===== config.mk =====
export PLATFORM = sky130hd
export DESIGN_NAME = ads_ctrl
export DESIGN_NICKNAME = d
export VERILOG_FILES = /design/src/rtl/ads_pkg.sv /design/src/rtl/ads_ctrl.sv
export SDC_FILE = /design/constraint.sdc
export NUM_CORES = 1
export LEC_CHECK = 0
export BUFFER_PORTS_ARGS = -buffer_cell sky130_fd_sc_hd__buf_2
export CORE_MARGIN = 2
export CORE_UTILIZATION = 35
export CTS_BUF_LIST = sky130_fd_sc_hd__clkbuf_16
export DETAILED_ROUTE_END_ITERATION = 8
export GPL_TIMING_DRIVEN = 0
export PLACE_DENSITY = 0.54
export SETUP_SLACK_MARGIN = 0.05
export SYNTH_ARGS = -nofsm -noshare
export SYNTH_HDL_FRONTEND = slang
export SYNTH_HIERARCHICAL = 1
export SYNTH_SLANG_ARGS = --single-unit

===== constraint.sdc =====
create_clock -name clk -period 3.8 [get_ports clk]
set_clock_uncertainty 0.2 [all_clocks]
set_input_delay 0.38 -clock clk [delete_from_list [all_inputs] [get_ports clk]]
set_output_delay 0.38 -clock clk [all_outputs]
set_load 0.01 [all_outputs]

===== src/rtl/ads_pkg.sv =====
// Constants and types for the asynchronous DRAM strobe sequencer
// Contract
// RULE_01: Every row is refreshed at least once per 8 ms interval.
// RULE_02: Row strobe low 80 ns to 10 000 ns outside page mode.
// RULE_03: Page mode row strobe low at most 100 000 ns, at least 80 ns.
// RULE_04: Row strobe stays high at least 60 ns between row cycles.
// RULE_05: Row cycle at least 150 ns; read-modify-write at least 205 ns.
// RULE_06: Column strobe low 20 ns to 10 000 ns; page cycles 50 ns apart.
// RULE_07: Fastest page cycle only when column setup covers column strobe high time.
// RULE_08: Column strobe falls 22 ns to 60 ns after row strobe falls.
// RULE_09: Reads end with write strobe high after column or row strobe rises.
// RULE_10: Write data held 15 ns after later of column or write strobe fall.
// RULE_11: Early write keeps write strobe low 15 ns after column strobe falls.
// RULE_12: Modify-write strobe waits 50 ns after column, 110 row, 70 address.
// RULE_13: Read-modify-write stretches both strobes to honour write strobe timing.
// RULE_14: Output enable high at least 20 ns before driving write data.
// RULE_15: Memory data is trusted only after the access time has passed.
// RULE_16: Page activations may mix reads, writes and read-modify-writes.
// RULE_17: Column-first refresh drops column strobe 10 ns before row strobe.
// RULE_18: Column-first refresh keeps column strobe low 20 ns after row fall.
// RULE_19: Write strobe low 20 ns before column rise and before row rise.
// RULE_20: After power-up wait 200 us, then eight init cycles before access.
// RULE_21: Row-only refresh cycles a row address with column strobe high.
// RULE_22: Hidden refresh keeps column strobe low across a row strobe re-cycle.
package ads_pkg;
	localparam int CLK_NS = 4;
	localparam int RC_W   = 16;

	function automatic int cyc_min(input int ns);
		return (ns + CLK_NS - 1) / CLK_NS;
	endfunction : cyc_min

	function automatic int cmax(input int a, input int b);
		return (a > b) ? a : b;
	endfunction : cmax

	// Times as printed
	localparam int T_RAS_NS     = 80;
	localparam int T_RAS_MAX_NS = 10000;
	localparam int T_RP_NS      = 60;
	localparam int T_RC_NS      = 150;
	localparam int T_RWC_NS     = 205;
	localparam int T_CAS_NS     = 20;
	localparam int ROW_TO_COL_DELAY_NS     = 22;
	localparam int ROW_TO_COL_DELAY_MAX_NS = 60;
	localparam int T_DH_NS      = 15;
	localparam int T_CWL_NS     = 20;
	localparam int COL_TO_STORE_DELAY_NS     = 50;
	localparam int T_RWD_NS     = 110;
	localparam int T_AWD_NS     = 70;
	localparam int T_OE_REL_NS  = 20;
	localparam int REFRESH_COL_SETUP_NS     = 10;
	localparam int REFRESH_COL_HOLD_NS     = 20;
	localparam int T_RAC_NS     = 80;
	localparam int T_REF_MS     = 8;
	localparam int REF_ROWS     = 512;
	localparam int T_INIT_US    = 200;
	localparam int INIT_CYCLES  = 8;
	localparam int SYNC_C       = 2;

	// Cycle counts
	localparam int RAS_C     = cyc_min(T_RAS_NS);
	localparam int RAS_MAX_C = T_RAS_MAX_NS / CLK_NS;
	localparam int RP_C      = cyc_min(T_RP_NS);
	localparam int RC_C      = cyc_min(T_RC_NS);
	localparam int RWC_C     = cyc_min(T_RWC_NS);
	localparam int CAS_C     = cyc_min(T_CAS_NS);
	localparam int RCD_C     = cyc_min(ROW_TO_COL_DELAY_NS);
	localparam int RCD_MAX_C = ROW_TO_COL_DELAY_MAX_NS / CLK_NS;
	localparam int DH_C      = cyc_min(T_DH_NS);
	localparam int CWL_C     = cyc_min(T_CWL_NS);
	localparam int CWD_C     = cyc_min(COL_TO_STORE_DELAY_NS);
	localparam int RWD_C     = cyc_min(T_RWD_NS);
	localparam int AWD_C     = cyc_min(T_AWD_NS);
	localparam int OE_REL_C  = cyc_min(T_OE_REL_NS);
	localparam int CSR_C     = cyc_min(REFRESH_COL_SETUP_NS);
	localparam int CHR_C     = cyc_min(REFRESH_COL_HOLD_NS);
	localparam int RAC_C     = cyc_min(T_RAC_NS);
	localparam int REF_ROW_C = T_REF_MS * 1000000 / REF_ROWS / CLK_NS;
	localparam int INIT_WAIT_C = cyc_min(T_INIT_US * 1000);

	// Milestones inside a row activation, counted from the row strobe fall; refresh ones count from the column strobe fall
	localparam int COL_AT    = RCD_C - 1;
	localparam int CAS_AT    = RCD_C;
	localparam int RD_AT     = RAC_C + SYNC_C + 1;
	localparam int RW_END    = cmax(RD_AT + 1, RC_C - RP_C - 2);
	localparam int RMW_WE_AT = cmax(cmax(RD_AT + 1 + OE_REL_C, RWD_C),
		cmax(CAS_AT + CWD_C, COL_AT + AWD_C));
	localparam int RMW_END   = cmax(RMW_WE_AT + cmax(CWL_C, DH_C), RWC_C - RP_C - 2);
	localparam int CBR_CAS_END = CSR_C + CHR_C;
	// Refresh row cycle is stretched to the full cycle time as well
	localparam int CBR_END   = CSR_C + cmax(RAS_C, RC_C - RP_C - 2);

	typedef enum logic [1:0] {OP_READ, OP_WRITE, OP_RMW, OP_RONLY} ads_op_t;
	typedef enum logic [2:0] {ST_INIT, ST_IDLE, ST_ROW, ST_CBR, ST_PRE} ads_state_t;
endpackage : ads_pkg


===== src/rtl/ads_ctrl.sv =====
// Host-side strobe sequencer for an asynchronous 256K x 4 DRAM, with read FIFO
`timescale 1ns/1ns
`default_nettype none

module ads_fifo #(
	parameter int W = 4,
	parameter int D = 16
) (
	// Clock and reset
	input  wire logic         clk,
	input  wire logic         rst,
	// Fill side
	input  wire logic         in_valid,
	output logic              in_ready,
	input  wire logic [W-1:0] in_data,
	// Drain side
	output logic              out_valid,
	input  wire logic         out_ready,
	output logic [W-1:0]      out_data
);
	localparam int AW = $clog2(D);

	logic [W-1:0]  mem [D];
	logic [AW-1:0] wp;
	logic [AW-1:0] rp;
	logic [AW:0]   cnt;
	logic          wr;
	logic          rd;

	assign in_ready  = cnt != (AW+1)'(D);
	assign out_valid = cnt != '0;
	assign out_data  = mem[rp];
	assign wr        = in_valid && in_ready;
	assign rd        = out_valid && out_ready;

	always_ff @(posedge clk) begin
		if (wr) begin
			mem[wp] <= in_data;
		end
	end

	// Depth is a power of two so the pointers wrap on their own
	always_ff @(posedge clk or posedge rst) begin
		if (rst) begin
			wp  <= '0;
			rp  <= '0;
			cnt <= '0;
		end else begin
			if (wr) begin
				wp <= wp + AW'(1);
			end
			if (rd) begin
				rp <= rp + AW'(1);
			end
			cnt <= cnt + (AW+1)'(wr) - (AW+1)'(rd);
		end
	end
endmodule : ads_fifo

module ads_ctrl import ads_pkg::*; #(
	parameter int ROW_W  = 9,
	parameter int DQ_W   = 4,
	parameter int FIFO_D = 16,
	parameter int INIT_C = INIT_WAIT_C,
	parameter int INIT_N = INIT_CYCLES
) (
	// Clock and reset
	input  wire logic               clk,
	input  wire logic               rst,
	// User requests
	input  wire logic               req_valid,
	output logic                    req_ready,
	input  wire logic [1:0]         req_op,
	input  wire logic [2*ROW_W-1:0] req_addr,
	input  wire logic [DQ_W-1:0]    req_wdata,
	// Read data
	output logic                    rd_valid,
	input  wire logic               rd_ready,
	output logic [DQ_W-1:0]         rd_data,
	// Status
	output logic                    init_done,
	// Memory pins
	output logic                    ras_n,
	output logic                    cas_n,
	output logic                    we_n,
	output logic                    oe_n,
	output logic [ROW_W-1:0]        muxed_addr_pins,
	input  wire logic [DQ_W-1:0]    dq_i,
	output logic [DQ_W-1:0]         dq_o,
	output logic                    dq_oe
);
	ads_state_t        state;
	ads_op_t           op;
	logic [RC_W-1:0]   rc;
	logic [RC_W-1:0]   end_rc;
	logic [ROW_W-1:0]  row_a;
	logic [ROW_W-1:0]  col_a;
	logic [ROW_W-1:0]  ref_row;
	logic [DQ_W-1:0]   wdata;
	logic [3:0]        init_left;
	logic [RC_W-1:0]   ref_tmr;
	logic              ref_pend;
	logic [DQ_W-1:0]   dq_m;
	logic [DQ_W-1:0]   dq_s;
	logic              fifo_in_ready;
	logic              push;
	logic              reads;

	assign reads     = (op == OP_READ) || (op == OP_RMW);
	// Read-modify-write stretches both strobes past the late write strobe
	assign end_rc    = (op == OP_RMW) ? RC_W'(RMW_END) : RC_W'(RW_END); // RULE_13
	assign init_done = (state != ST_INIT) && (init_left == '0);
	// Reads are only taken while the FIFO can hold their word
	assign req_ready = (state == ST_IDLE) && init_done && !ref_pend
		&& (req_op == OP_WRITE || fifo_in_ready);
	// Sampled one clock past the access time plus the synchroniser
	assign push      = (state == ST_ROW) && (rc == RC_W'(RD_AT)) && reads; // RULE_15

	always_ff @(posedge clk or posedge rst) begin
		if (rst) begin
			dq_m <= '0;
			dq_s <= '0;
		end else begin
			dq_m <= dq_i;
			dq_s <= dq_m;
		end
	end

	// Sequencer
	always_ff @(posedge clk or posedge rst) begin
		if (rst) begin
			state     <= ST_INIT;
			rc        <= '0;
			op        <= OP_READ;
			row_a     <= '0;
			col_a     <= '0;
			wdata     <= '0;
			ref_row   <= '0;
			init_left <= 4'(INIT_N);
		end else begin
			rc <= rc + RC_W'(1);
			case (state)
				ST_INIT: begin
					if (rc == RC_W'(INIT_C - 1)) begin // RULE_20
						state <= ST_IDLE;
						rc    <= '0;
					end
				end
				ST_IDLE: begin
					rc <= '0;
					if (init_left != '0) begin // RULE_20
						state     <= ST_ROW;
						op        <= OP_RONLY; // RULE_21
						row_a     <= ref_row;
						ref_row   <= ref_row + 1'b1;
						init_left <= init_left - 4'(1);
					end else if (ref_pend) begin // RULE_01
						// Standalone refresh only; no hidden refresh after a read
						state <= ST_CBR; // RULE_22
					end else if (req_valid && req_ready) begin
						state <= ST_ROW;
						op    <= ads_op_t'(req_op); // RULE_16
						row_a <= req_addr[2*ROW_W-1:ROW_W];
						col_a <= req_addr[ROW_W-1:0];
						wdata <= req_wdata;
					end
				end
				ST_ROW: begin
					if (rc == end_rc) begin
						state <= ST_PRE;
						rc    <= '0;
					end
				end
				ST_CBR: begin
					if (rc == RC_W'(CBR_END)) begin
						state <= ST_PRE;
						rc    <= '0;
					end
				end
				ST_PRE: begin
					if (rc == RC_W'(RP_C - 1)) begin // RULE_04
						state <= ST_IDLE;
					end
				end
				default: state <= ST_IDLE;
			endcase
		end
	end

	// Refresh pacing: one column-first refresh per row slot
	always_ff @(posedge clk or posedge rst) begin
		if (rst) begin
			ref_tmr  <= '0;
			ref_pend <= 1'b0;
		end else begin
			ref_tmr <= (ref_tmr == RC_W'(REF_ROW_C - 1)) ? '0 : ref_tmr + RC_W'(1);
			if (ref_tmr == RC_W'(REF_ROW_C - 1)) begin // RULE_01
				ref_pend <= 1'b1;
			end else if (state == ST_IDLE && init_done && ref_pend) begin
				ref_pend <= 1'b0;
			end
		end
	end

	// Pins follow the sequencer one cycle late, all shifted alike
	always_ff @(posedge clk or posedge rst) begin
		if (rst) begin
			ras_n           <= 1'b1;
			cas_n           <= 1'b1;
			we_n            <= 1'b1;
			oe_n            <= 1'b1;
			muxed_addr_pins <= '0;
			dq_o            <= '0;
			dq_oe           <= 1'b0;
		end else begin
			ras_n           <= 1'b1;
			cas_n           <= 1'b1;
			we_n            <= 1'b1;
			oe_n            <= 1'b1;
			dq_oe           <= 1'b0;
			muxed_addr_pins <= row_a;
			dq_o            <= wdata;
			case (state)
				ST_ROW: begin
					ras_n <= rc == end_rc; // RULE_02
					if (op != OP_RONLY) begin
						if (rc >= RC_W'(COL_AT)) begin
							muxed_addr_pins <= col_a; // RULE_07
						end
						cas_n <= !(rc >= RC_W'(CAS_AT) && rc < end_rc); // RULE_08
						oe_n  <= !(reads && rc >= RC_W'(CAS_AT) && rc <= RC_W'(RD_AT));
						if (op == OP_WRITE) begin
							// Early write: strobe low before the column strobe
							we_n  <= !(rc >= RC_W'(COL_AT) && rc < end_rc); // RULE_11
							dq_oe <= rc >= RC_W'(COL_AT); // RULE_10
						end
						if (op == OP_RMW) begin
							we_n  <= !(rc >= RC_W'(RMW_WE_AT) && rc < end_rc); // RULE_12
							dq_oe <= rc >= RC_W'(RMW_WE_AT); // RULE_14
						end
					end
				end
				ST_CBR: begin
					cas_n <= !(rc < RC_W'(CBR_CAS_END)); // RULE_18
					ras_n <= !(rc >= RC_W'(CSR_C) && rc < RC_W'(CBR_END)); // RULE_17
				end
				default: ;
			endcase
		end
	end

	ads_fifo #(
		.W(DQ_W),
		.D(FIFO_D)
	) u_rd_fifo (
		.clk      (clk),
		.rst      (rst),
		.in_valid (push),
		.in_ready (fifo_in_ready),
		.in_data  (dq_s),
		.out_valid(rd_valid),
		.out_ready(rd_ready),
		.out_data (rd_data)
	);

	// Pin timing watchers for the assertions
	logic [RC_W-1:0] ras_lo;
	logic [RC_W-1:0] ras_hi;
	logic [RC_W-1:0] cas_lo;
	logic [RC_W-1:0] we_lo;
	logic [RC_W-1:0] oe_hi;
	logic [RC_W-1:0] gap;
	logic            last_rmw;

	always_ff @(posedge clk or posedge rst) begin
		if (rst) begin
			ras_lo   <= '0;
			ras_hi   <= '0;
			cas_lo   <= '0;
			we_lo    <= '0;
			oe_hi    <= '0;
			gap      <= '1;
			last_rmw <= 1'b0;
		end else begin
			ras_lo <= ras_n ? '0 : ras_lo + RC_W'(1);
			ras_hi <= !ras_n ? '0 : ras_hi + RC_W'(!(&ras_hi));
			cas_lo <= cas_n ? '0 : cas_lo + RC_W'(1);
			we_lo  <= we_n ? '0 : we_lo + RC_W'(1);
			oe_hi  <= !oe_n ? '0 : oe_hi + RC_W'(!(&oe_hi));
			gap    <= (!ras_n && ras_lo == '0) ? RC_W'(1) : gap + RC_W'(!(&gap));
			if (!ras_n && ras_lo == '0) begin
				last_rmw <= (state == ST_ROW) && (op == OP_RMW);
			end
		end
	end

	a_ras_low_min: assert property (@(posedge clk) disable iff (rst) // RULE_02
		$rose(ras_n) |-> ras_lo >= RC_W'(RAS_C)) else $error("row strobe low too short");
	a_ras_low_max: assert property (@(posedge clk) disable iff (rst) // RULE_02
		!ras_n |-> ras_lo < RC_W'(RAS_MAX_C)) else $error("row strobe low too long");
	a_precharge: assert property (@(posedge clk) disable iff (rst) // RULE_04
		$fell(ras_n) |-> ras_hi >= RC_W'(RP_C)) else $error("precharge too short");
	a_row_period: assert property (@(posedge clk) disable iff (rst) // RULE_05
		$fell(ras_n) |-> gap >= (last_rmw ? RC_W'(RWC_C) : RC_W'(RC_C)))
		else $error("row cycle too short");
	a_cas_width: assert property (@(posedge clk) disable iff (rst) // RULE_06
		$rose(cas_n) |-> cas_lo >= RC_W'(CAS_C)) else $error("column strobe too short");
	a_row_to_col: assert property (@(posedge clk) disable iff (rst) // RULE_08
		$fell(cas_n) && !ras_n |-> ras_lo >= RC_W'(RCD_C) && ras_lo <= RC_W'(RCD_MAX_C))
		else $error("row to column delay out of range");
	a_read_end: assert property (@(posedge clk) disable iff (rst) // RULE_09
		$rose(cas_n) && op == OP_READ |-> we_n && $past(we_n))
		else $error("write strobe low at read end");
	a_data_hold: assert property (@(posedge clk) disable iff (rst) // RULE_10
		$fell(cas_n) && !we_n |-> (!we_n && dq_oe) [*4])
		else $error("early write data or strobe not held");
	a_rmw_we: assert property (@(posedge clk) disable iff (rst) // RULE_12
		$fell(we_n) && !cas_n |-> cas_lo >= RC_W'(CWD_C) && ras_lo >= RC_W'(RWD_C))
		else $error("modify write strobe too early");
	a_oe_release: assert property (@(posedge clk) disable iff (rst) // RULE_14
		$rose(dq_oe) |-> oe_n && oe_hi >= RC_W'(OE_REL_C))
		else $error("data driven before output release");
	a_cbr_setup: assert property (@(posedge clk) disable iff (rst) // RULE_17
		$fell(ras_n) && !cas_n |-> cas_lo >= RC_W'(CSR_C))
		else $error("refresh column setup too short");
	a_cbr_hold: assert property (@(posedge clk) disable iff (rst) // RULE_18
		$fell(ras_n) && !cas_n |-> !cas_n [*5]) else $error("refresh column hold too short");
	a_we_setup: assert property (@(posedge clk) disable iff (rst) // RULE_19
		($rose(cas_n) || $rose(ras_n)) && $past(!we_n) |-> $past(we_lo) >= RC_W'(CWL_C - 1))
		else $error("write strobe low too short before rise");
	a_refresh_due: assert property (@(posedge clk) disable iff (rst) // RULE_01
		$rose(ref_pend) && init_done |-> ##[1:64] (state == ST_CBR))
		else $error("refresh not issued in time");
endmodule : ads_ctrl

`default_nettype wire


-- Word-level counts from Yosys, hierarchy flattened
Memory sizes are Yosys's and may differ from the RTL's.
Index checks and enable logic that the tools add are counted.
W data, S select, Z words.
- reductions and logical operators: 37
- shift-type cells: 0
- bitwise logic cells: 2
- order comparisons: 8
- multipliers: 0
- eq/ne operators: 21
- div/mod/pow operators: 0
- muxes and demuxes: 40
- add/sub/neg operators: 8
- operators by type and width (kind ; number):
    $mux W16 ; 4
    $pmux W16 S4 ; 1
    $mux W9 ; 6
    $add A16 B1 Y16 const B ; 2
    $eq A16 B5 Y1 const B ; 2
    $ge A16 B3 Y1 const B ; 2
    $mux W3 ; 7
    $eq A16 B12 Y1 const B ; 1
    $eq A16 B16 Y1 const B ; 1
    $eq A16 B4 Y1 const B ; 1
    $eq A16 B6 Y1 ; 1
    $ge A16 B2 Y1 const B ; 1
    $ge A16 B5 Y1 const B ; 1
    $le A16 B5 Y1 const B ; 1
    $logic_and A1 B1 Y1 ; 16
    $lt A16 B4 Y1 const B ; 1
    $lt A16 B5 Y1 const B ; 1
    $lt A16 B6 Y1 ; 1
    $mux W1 ; 15
    $pmux W3 S5 ; 1
    $ne A2 B2 Y1 const B ; 5
    $add A9 B1 Y9 const B ; 1
    $add A4 B1 Y4 const B ; 2
    $logic_not A1 Y1 ; 7
    other kinds (27) ; 35
- output and inout port bits: 25
- ROM bits: 0
- register bits after elaboration: 112
- memories: 1
- bits of input ports: 32
- latch bits: 0
- bits in writable memories: 64
- logic and storage cells: 139
- memory list (name ; words ; width ; rd ports ; clocked after Yosys merged registers in ; wr ports ; RTL line ; text):
    u_rd_fifo.mem ; 16 ; 4 ; 1 ; 0 ; 1 ; ads_ctrl.sv:23 ; logic [W-1:0] mem [D];

-- Longest topological paths before layout
Gate-level depths: netlist of the first run.
- depth after elaboration: 10
- depth in mapped cells: 16

-- Hierarchy
Netlist of the first run, hierarchy kept.
- modules (own cells, without submodules) (module ; instances ; cells each ; area each (µm²) ; seq. area each (µm²)):
    ads_ctrl ; 1 ; 419 ; 4476.8 ; 2483.6
    ads_fifo ; 1 ; 206 ; 3320.7 ; 2247.2

-- Worst setup path before layout of the first run
Ideal clock, no wire load.
- path type: flip-flop to flip-flop
- start: register rc[10]
- end: register u_rd_fifo.cnt[4]
- data required time: 3.520 ns
- cell stages (with the launch flop): 17
- path slack: 0.392 ns
- data arrival time: 3.128 ns
- clock period less this slack: 3.408 ns
- cells stage by stage: dfrtp_1 > or4_4 > nor4_2 > nand2b_1 > nor4_1 > and2_1 > buf_2 > inv_2 > ha_1 > inv_1 > ha_1 > inv_1 > fa_1 > inv_1 > a21oi_1 > o21bai_1 > xnor2_1
- word-level cells in the longest chain between the ends: 6
- ends and longest elaborated chain (item ; RTL line ; text):
    start, declared ; ads_ctrl.sv:94 ; logic [RC_W-1:0] rc;
    start signal, assigned ; ads_ctrl.sv:141 ; rc <= rc + RC_W'(1);
    $eq A16 B5 Y1 ; ads_ctrl.sv:117 ; assign push = (state == ST_ROW) && (rc == RC_W'(RD_AT)) && reads;
    $logic_and A1 B1 Y1 (2 in a row) ; ads_ctrl.sv:117 ;
    net push ; ads_ctrl.sv:106 ; logic push;
    $logic_and A1 B1 Y1 ; ads_ctrl.sv:33 ; assign wr = in_valid && in_ready;
    $add A5 B1 Y5 ; ads_ctrl.sv:55 ; cnt <= cnt + (AW+1)'(wr) - (AW+1)'(rd);
    $sub A5 B1 Y5 ; ads_ctrl.sv:55 ;
    end signal, assigned ; ads_ctrl.sv:55 ;
    end, declared ; ads_ctrl.sv:26 ; logic [AW:0] cnt;
The timed path passes the listed nets, and every way through them passes these cells.
A chain may end at the register's enable or synchronous reset.

-- Final worst setup path of the first run
- start: register rc[9]
- end: register u_rd_fifo.cnt[4]
The elaborated chain is that of the path after synthesis.

==> summary.txt, run 1 <==
Chip Height -> 153.3 um
Total gr overflow -> 0
Die width -> 153.3 um
Clock Tree Root -> clkbuf_16
Final period util -> 0.9122
Drt first pass iters -> 5
Critical path arrival -> 3.62 ns
Cell Pwr Density -> 634.9 mW/mm^2
Area of the core -> 0.02182 mm^2
Worst slew pin tran -> 1.084 ns
CP Class -> reg -> reg
Max-cap violations -> 0
Net count, final -> 780
Mean Syn Cell Area -> 12.48 um^2
Fin. Hold Viols -> 0
Share of cells above drive strength 1 -> 0.2097
First-pass GRT wire length -> 26.65 mm
Mapped Nets -> 679
DR vias/cell -> 4.902
Boundary Pins -> 57
Max-slew violation count -> 0
CP required -> 3.95 ns
Half-perimeter wire length after placement -> 11.24 mm
FF+latch count, synth -> 176
Yosys warns -> 6
Min cycle time layout -> 3.466 ns
Status -> finished clean
Initial antenna violation count -> 0
Post-Place Setup Slack -> 0.04955 ns
CTS Sinks -> 176
CP most frequent cell -> inv_1
Vias in the first global route -> 5234
Initial core utilization -> 0.3573
Worst Setup End Kind -> flip-flop
Post-DRT Antenna Nets -> 0
Clock slew at reported path FFs -> 0.07 ns
Worst-path maximum fanout -> 7
Top FF cell, synth -> dfrtp_1
Syn Inst Count -> 625
Cts bufs inserted -> 17
Crit-path max cell delay -> 0.56 ns
Via count -> 4995
Port Buf Inserts -> 56
Min Hold Slack -> 0.02070 ns
Synth-to-Final Area Change -> 19.56%
Final WS setup -> 0.3338 ns
Hold Path Class -> in -> reg
Met2 wire length -> 7.900 mm
Slew margin rel. -> 0.2774
Highest Clock Rate -> 288.5 MHz
CTS tree -> yes
Rows -> 54
Final WL -> 15.78 mm
# diodes -> 0
EDFF count, synth -> 64
GRT Overall Usage -> 0.1422
Clock buffer depth -> 2
Part of the Yosys area used for sequential elements -> 0.6067
Clk_lat worst skew -> 0.43 ns
Wire length on met3 -> 650 um
Max stage delay cell, worst path -> or4_4
Wl on met1 -> 6.958 mm
RSZ-0062 raised after global routing -> no
Largest net degree at the start of global routing -> 62
# DRC -> 0
H-Tree Depth -> 4
Die ar. -> 0.02349 mm^2
Ys async rst share -> 0.6364
Cell-by-cell trace of the critical path -> or4_4, nor4_4, nand2b_1, nor4_2, and2_1, buf_4, inv_2, ha_1, inv_1, ha_1, inv_1, fa_2, inv_1, a21oi_1, o21bai_1, xnor2_1
Leak -> 3.826 nW
Highest metal used -> met4
Endpoints failing setup -> 0
Initial drt markers -> 264
Maximum VDD drop -> 0.3032 mV
Critical path startpoint category -> flip-flop
Netlist cell types -> 59
Post-synth top area cell -> dfrtp_1
Area contributors post-synth -> dfrtp_1, edfxtp_1, xnor2_1
Synthesized area -> 0.007797 mm^2
Synth top area share -> 0.3434
Total Neg Setup Slack -> 0 ns
Wire per inst -> 15.49 um
GPL Wtd Cong -> 0.8519
placed cells by master, fill, tap and decap left out, types with 3 or more instances in the layout:
cell type      synthesis  layout
a21o_1                 3       3
a21oi_1               12      12
a221oi_1               8       8
a22oi_1                4       4
a31oi_1               12      12
and2_1                12      12
and3_1                 8       8
and4_1                 3       3
buf_2                  6      61
buf_4                  3       7
clkbuf_1              15      15
clkbuf_16              0      17
dfrtp_1              107     107
dfstp_2                5       5
dlygate4sd3_1          0      22
edfxtp_1              64      64
ha_1                  21      21
inv_1                 34      33
inv_6                  0       4
inv_8                  0       4
mux2_2                22      22
mux2i_1               17      17
mux4_2                 8       8
nand2_1               48      48
nand3_1               19      19
nand4_1                9       9
nor2_1                58      58
nor2b_1                8       8
nor3_1                 7       7
nor3b_1                5       5
nor4_1                 9       8
o21ai_0               13      13
or3_1                  3       3
or4_4                  2       3
xnor2_1               34      34
xor2_1                15      15
stage by stage:
step	cells	utilization	power, mW	cell area (um^2)
floorplan	625	-	3.670	7797
global placement	961	0.3862	4.130	8428
detailed placement	962	0.3876	4.176	8458
CTS	1016	0.4254	5.997	9284
global route	1019	0.4272	6.300	9323
finish	1019	0.4272	5.919	9323
repair_timing:
action                                  4_1_cts  5_1_grt
hold buffers                                 22        0
setup buffers                                 0        3
pin swaps                                     0        4
gates resized for setup                       1        6
endpoints found under the setup margin        1        5
hold endpoints to repair                     67        0
worst paths after layout:
| path | end | from | slack [ns] | cells after the start |
|---|---|---|---|---|
| setup / recovery | u_rd_fifo/cnt[4] | rc[9] | 0.33 | 16 |
| max in group asynchronous | dq_s[3] | rst | 2.36 | 4 |
| min in group asynchronous | dq_oe | rst | 0.35 | 3 |
| hold reg to reg | dq_s[1] | dq_m[1] | 0.15 | 0 |
| setup reg to reg | u_rd_fifo/cnt[4] | rc[9] | 0.33 | 16 |
| hold / removal | row_a[6] | req_addr[15] | 0.02 | 3 |
flip-flops by register name, summed over array words and instances, names as in the netlist, 2 cells and up:
name             count
u_rd_fifo/mem       64
ref_tmr             16
op                   2
u_rd_fifo/rp         4
dq_o                 4
row_a                9
muxed_addr_pins      9
ref_row              9
col_a                9
state                3
u_rd_fifo/wp         4
wdata                4
dq_s                 4
rc                  16
init_left            4
u_rd_fifo/cnt        5
dq_m                 4
critical path: cells and delay by family, from the launching register on:
| kind | cells | cell delay (ns) |
|---|---|---|
| simple gates | 5 | 1.25 |
| xor+xnor | 1 | 0.13 |
| buf+inv | 5 | 0.40 |
| compound gates | 2 | 0.21 |
| flops | 1 | 0.41 |
| fa+ha+maj | 3 | 0.79 |
cell usage after synthesis, drive strengths merged, types with 9 or more instances:
cell type  instances
a21oi             12
a221oi             9
a31oi             12
and2              13
buf               11
clkbuf            15
dfrtp            107
edfxtp            64
ha                21
inv               35
mux2              24
mux2i             17
nand2             48
nand3             19
nand4              9
nor2              59
nor4              10
o21ai             13
xnor2             34
xor2              15
layer usage:
layer	up-vias	track usage
li1	2402	-
met1	2459	0.1745
met2	105	0.2428
met3	29	0.03544
met4	0	0.05291
met5	-	0
kinds of logic (layout without fill, tap and decap cells):
group	Yosys count	in the layout	share of synthesized area
simple gates	207	207	0.1358
flops	176	176	0.6067
buf+inv	61	175	0.03273
xor+xnor	49	49	0.05504
fa+ha+maj	22	22	0.03626
mux	49	49	0.08007
compound gates	61	61	0.05343
final cells by class:
type / count / area [um^2]
Clock buffer: 17 / 425.4
Buffer: 26 / 127.6
Fill cell: 2049 / 12500
Clock inverter: 15 / 171.4
Timing Repair Buffer: 82 / 550.5
Multi-Input combinational cell: 388 / 2833
Tap cell: 280 / 350.3
Sequential cell: 176 / 4731
Inverter: 35 / 133.9
report_power, final:
group / leakage [nW] / switching (mW) / internal [mW]
clock: 0.294 / 0.796 / 0.992
sequential: 1.97 / 0.196 / 2.27
combinational: 1.57 / 0.880 / 0.783
total: 3.83 / 1.87 / 4.05
Note: power is estimated with default switching activity, not from simulation.
==> run 2, diff against run 1 <==
- SYNTH_HIERARCHICAL: 1 -> default
==> summary.txt, run 2 <==
# diodes -> 0
Die ar. -> 0.02340 mm^2
Drt first pass iters -> 5
Clock slew at reported path FFs -> 0.07 ns
Ys async rst share -> 0.6364
Synth Area in Simple Gates -> 0.1374
Syn Inst Count -> 587
Largest family of logic cells by synthesized area -> simple AND/OR/NAND/NOR gates
Synthesized area -> 0.007767 mm^2
Die width -> 153.0 um
Largest net degree at the start of global routing -> 72
Post-synth top area cell -> dfrtp_1
Top FF cell, synth -> dfrtp_1
Placed Cells -> 924
# DRC -> 0
Boundary Pins -> 57
Clk_lat worst skew -> 0.43 ns
GPL Wtd Cong -> 0.8061
Hold Path Class -> in -> reg
Fillers -> 2075
Non-Filler Instances -> 979
Net count, final -> 740
RSZ-0062 raised after global routing -> no
Xor/xnor share of the synthesized area -> 0.05187
Mux contribution to synthesized area -> 0.09407
Maximum VDD drop -> 0.3896 mV
Via count -> 4804
Worst Setup End Kind -> primary output
CP required -> 3.22 ns
Clock buffer depth -> 2
Rows -> 54
Post-synthesis compound-gate area fraction -> 0.04365
Max-slew violation count -> 0
Max-cap violations -> 0
Vias in the first global route -> 4960
Post-DRT Antenna Nets -> 0
Endpoints failing setup -> 0
Area contributors post-synth -> dfrtp_1, edfxtp_1, mux4_2
Initial drt markers -> 259
Total gr overflow -> 0
Cell Pwr Density -> 633.6 mW/mm^2
Leak -> 3.735 nW
Cell-by-cell trace of the critical path -> clkbuf_1, clkbuf_1, mux4_2, mux4_2, buf_2
Max reg flops -> 64
Fin. Hold Viols -> 0
Initial core utilization -> 0.3559
Post-cts resize count -> 0
Most frequent cells in the layout -> dfrtp_1, buf_2, edfxtp_1
Area of the core -> 0.02182 mm^2
Most common cell in the netlist -> dfrtp_1
Commonest non-fill, non-tap cell in the layout -> dfrtp_1
FF+latch count, synth -> 176
Largest Register -> u_rd_fifo.mem
H-Tree Depth -> 4
Crit-path max cell delay -> 0.49 ns
CTS Sinks -> 176
First-pass GRT wire length -> 26.01 mm
EDFF count, synth -> 64
Overall power -> 5.851 mW
Slew margin rel. -> 0.3877
Critical path startpoint category -> flip-flop
Final WL -> 15.65 mm
Wire per inst -> 15.99 um
Synth-to-Final Area Change -> 18.90%
Synth Area in Adders -> 0.03640
Share of cells above drive strength 1 -> 0.2446
Synth top area share -> 0.3447
Part of the Yosys area used for sequential elements -> 0.6091
Final period util -> 0.8799
Chip Height -> 153.0 um
DR vias/cell -> 4.907
Clock Tree Root -> clkbuf_16
Half-perimeter wire length after placement -> 11.22 mm
Status -> finished clean
Mean Syn Cell Area -> 13.23 um^2
Cts bufs inserted -> 17
Worst slew pin tran -> 0.9184 ns
Worst-path maximum fanout -> 10
Yosys warns -> 0
Mapped Nets -> 641
Netlist cell types -> 57
Post-synth top cells -> dfrtp_1, edfxtp_1, nor2_1, nand2_1, xnor2_1
GRT Overall Usage -> 0.1402
Initial antenna violation count -> 0
CP Class -> reg -> out
CTS tree -> yes
Min cycle time layout -> 3.343 ns
Critical path arrival -> 2.76 ns
Post-layout util -> 0.4232
Port Buf Inserts -> 56
Largest regs -> u_rd_fifo.mem x64, rc x16, ref_tmr x16
Highest Clock Rate -> 299.1 MHz
Max stage delay cell, worst path -> clkbuf_1
[run 2: changes by cell type after synthesis, moves of 9 or more]
cell,change
inv_1,-9
nor2_2,+10
nor2_1,-14
clkbuf_1,-9
mux2i_1,-16
nand2_1,-12
mux4_2,+12
[run 2: power breakdown]
group	switching [mW]	internal [mW]	total, mW
Clock	0.781	0.939	1.72
Combinational	0.865	0.799	1.66
Sequential	0.195	2.27	2.47
Total	1.84	4.01	5.85
[run 2: per-stage QoR]
| stage | instance area [um^2] | hold WS [ns] | worst slack [ns] | TNS (ns) |
|---|---|---|---|---|
| floorplan | 7767 | 0.1312 | 0.2693 | 0 |
| global placement | 8398 | 0.1348 | -1.041 | -110.46 |
| detailed placement | 8421 | 0.1364 | 0.7427 | 0 |
| CTS | 9235 | 0.002232 | 0.3885 | 0 |
| global route | 9235 | 0.02147 | 0.2745 | 0 |
| finish | 9235 | 0.01821 | 0.4565 | 0 |
[run 2: area by class of cell]
| cell class | instances | area (um^2) | share of cell area |
|---|---|---|---|
| Buffer | 22 | 116.4 | 0.01260 |
| Clock buffer | 19 | 475.5 | 0.05148 |
| Clock inverter | 13 | 108.9 | 0.01179 |
| Inverter | 26 | 100.1 | 0.01084 |
| Multi-Input combinational cell | 363 | 2823 | 0.3056 |
| Sequential cell | 176 | 4731 | 0.5123 |
| Tap cell | 280 | 350.3 | 0.03794 |
| Timing Repair Buffer | 80 | 530.5 | 0.05744 |
[run 2: metal layers]
metal / global-route usage / vias up / share of wire
li1: - / 2287 / -
met5: 0 / - / 0
met1: 0.1858 / 2401 / 0.45
met2: 0.2274 / 94 / 0.49
met3: 0.03516 / 22 / 0.034
met4: 0.04541 / 0 / 0.019
[run 2: final timing paths]
kind                       slack, ns  cells past startpoint       startpoint          endpoint
min                             0.02                      3     req_addr[17]          row_a[8]
min in group asynchronous       0.49                      3              rst   u_rd_fifo.rp[0]
max in group asynchronous       2.10                      4              rst      init_left[3]
max reg2reg                     0.75                     12           rc[10]  u_rd_fifo.cnt[4]
max                             0.46                      5  u_rd_fifo.rp[1]        rd_data[2]
min reg2reg                     0.15                      0          dq_m[2]           dq_s[2]
[run 2: what timing repair did]
action | CTS | global route
buffers inserted | 0 | 0
setup endpoints to repair | 0 | 0
hold buffers | 23 | 0
hold endpoints to repair | 65 | 0
[run 2: cell families after synthesis]
group           after synthesis
mux                          45
compound gates               50
xor+xnor                     46
simple gates                200
fa+ha+maj                    22
buf+inv                      48
flops                       176
[run 2: worst max-delay path, delay by kind of cell (launching register included)]
kind | cells | cell delay, ns
buffers and inverters | 3 | 1.11
flip-flops | 1 | 0.35
multiplexers | 2 | 0.88
==> run 3, diff against run 2 <==
- ABC_AREA: default -> 1
==> summary.txt, run 3 <==
Largest Register -> u_rd_fifo.mem
Half-perimeter wire length after placement -> 13.15 mm
Max stage delay cell, worst path -> clkbuf_1
Worst slew pin tran -> 0.6252 ns
Netlist cell types -> 44
H-Tree Depth -> 4
Part of the Yosys area used for sequential elements -> 0.5743
Largest net degree at the start of global routing -> 60
RSZ-0062 raised after global routing -> no
Clock slew at reported path FFs -> 0.08 ns
Post-synth top area cell -> dfrtp_1
Status -> finished clean
Mapped Nets -> 912
Highest Clock Rate -> 337.3 MHz
EDFF count, synth -> 64
Most frequent cells in the layout -> nand2_1, nor2_1, dfrtp_1
Max reg flops -> 64
Mean Syn Cell Area -> 9.601 um^2
Clock Tree Root -> clkbuf_16
FF+latch count, synth -> 176
Slew margin rel. -> 0.5832
Vias in the first global route -> 5880
Max-cap violations -> 0
Final WL -> 18.41 mm
Initial antenna violation count -> 0
Cell-by-cell trace of the critical path -> clkbuf_1, clkbuf_1, o21ai_0, o21ai_0, o211ai_1, nand2_1, buf_2
Post-synth top cells -> nand2_1, nor2_1, dfrtp_1, inv_1, o21ai_0
CTS Sinks -> 176
Critical path startpoint category -> flip-flop
Drt first pass iters -> 5
Min cycle time layout -> 2.965 ns
Net count, final -> 1004
Maximum VDD drop -> 0.2722 mV
R2R depth -> 13
Share of cells above drive strength 1 -> 0.1589
First-pass GRT wire length -> 30.44 mm
DR vias/cell -> 4.605
Leak -> 4.362 nW
Postcts setup bufs -> 0
Clk_lat worst skew -> 0.44 ns
Area of the core -> 0.02326 mm^2
Critical path arrival -> 2.38 ns
CTS tree -> yes
Die ar. -> 0.02478 mm^2
Hold Path Class -> in -> reg
Clock buffer depth -> 2
CP required -> 3.22 ns
Yosys warns -> 0
Die width -> 157.4 um
Area contributors post-synth -> dfrtp_1, edfxtp_1, nand2_1
Chip Height -> 157.4 um
Synthesized area -> 0.008238 mm^2
Most common cell in the netlist -> nand2_1
Boundary Pins -> 57
Port Buf Inserts -> 56
Worst Setup End Kind -> primary output
GRT Overall Usage -> 0.1593
Cts bufs inserted -> 17
Top FF cell, synth -> dfrtp_1
# diodes -> 0
Cell Pwr Density -> 632.2 mW/mm^2
Synth-to-Final Area Change -> 18.10%
Crit-path max cell delay -> 0.40 ns
Endpoints failing setup -> 0
Syn Inst Count -> 858
Via count -> 5903
Worst Hold Path Cells -> 3
Max-slew violation count -> 0
Post-layout util -> 0.4182
Overall power -> 6.151 mW
Final period util -> 0.7803
Min Hold Slack -> 0.01527 ns
Rows -> 56
Ys async rst share -> 0.6364
Initial drt markers -> 388
Commonest non-fill, non-tap cell in the layout -> nand2_1
Fin. Hold Viols -> 0
Wire per inst -> 14.36 um
Synth top area share -> 0.3250
Post-cts resize count -> 0
Largest regs -> u_rd_fifo.mem x64, rc x16, ref_tmr x16
Total gr overflow -> 0
# DRC -> 0
CP Class -> reg -> out
Initial core utilization -> 0.3541
Worst-path maximum fanout -> 10
Post-DRT Antenna Nets -> 0
GPL Wtd Cong -> 0.8389
[run 3: changes by cell type in the layout (fill, tap and decap cells not counted), moves of 19 or more]
| cell | previous run | this run |
|---|---|---|
| and2_1 | 19 | 0 |
| nor2_1 | 44 | 140 |
| mux2_2 | 20 | 0 |
| o21ai_0 | 16 | 65 |
| mux4_2 | 20 | 0 |
| xnor2_1 | 30 | 7 |
| nand2_1 | 36 | 143 |
| inv_1 | 25 | 84 |
[run 3: final timing paths]
kind | endpoint | slack (ns) | startpoint
min in group asynchronous | dq_s[2] | 0.36 | rst
max in group asynchronous | row_a[1] | 2.38 | rst
worst min-delay path | col_a[4] | 0.02 | req_addr[4]
worst min register to register | dq_s[2] | 0.15 | dq_m[2]
worst max-delay path | rd_data[3] | 0.84 | u_rd_fifo.rp[1]
worst max register to register | u_rd_fifo.cnt[4] | 1.03 | u_rd_fifo.cnt[2]
[run 3: metal layers]
| layer | up-vias | part of all wire | wire length [um] | GRT usage |
|---|---|---|---|---|
| met5 | - | 0 | 0 | 0 |
| met4 | 0 | 0.010 | 191 | 0.03939 |
| met3 | 18 | 0.044 | 817 | 0.03992 |
| met2 | 101 | 0.46 | 8494 | 0.2529 |
| met1 | 2781 | 0.48 | 8909 | 0.2190 |
| li1 | 3003 | - | - | - |
[run 3: metrics by stage]
stage	instances	area (um^2)	setup WS (ns)	TNS, ns
6_report	1282	9729	0.8350	0
5_1_grt	1282	9729	0.6269	0
4_1_cts	1282	9729	0.8510	0
3_5_place_dp	1234	8950	1.025	0
3_3_place_gp	1233	8917	-1.263	-134.64
2_1_floorplan	858	8238	0.2693	0
[run 3: logic make-up after synthesis]
logic type | share of synthesized area
AND/OR/NAND/NOR | 0.2050
flip-flops | 0.5743
XOR/XNOR | 0.03934
AO/OA/AOI/OAI | 0.08824
adder cells (fa/ha/maj) | 0.03433
buffers and inverters | 0.05878
[run 3: timing repair]
action / in CTS / in global routing
hold endpoints to repair: 68 / 0
hold buffers: 16 / 0
setup endpoints to repair: 0 / 0
[run 3: final cells by class]
class	instances	area [um^2]
clock inverters	15	193.9
fillers	2349	13530
plain buffers	22	117.6
well taps	319	399.1
clock buffers	17	425.4
inverters	97	371.6
flip-flops and latches	176	4731
multi-input cells	563	3023
repair buffers	73	467.9
[run 3: where the power goes]
| group | switching, mW | internal [mW] | total (mW) |
|---|---|---|---|
| clock network | 0.894 | 0.910 | 1.80 |
| registers | 0.193 | 2.26 | 2.45 |
| logic | 1.22 | 0.672 | 1.90 |
[run 3: critical path, delay by kind of cell, from the launching register on]
| family | cells | cell delay (ns) |
|---|---|---|
| AOI/OAI and AO/OA | 3 | 0.71 |
| and+or+nand+nor | 1 | 0.08 |
| buffers and inverters | 3 | 0.81 |
| DFF | 1 | 0.35 |
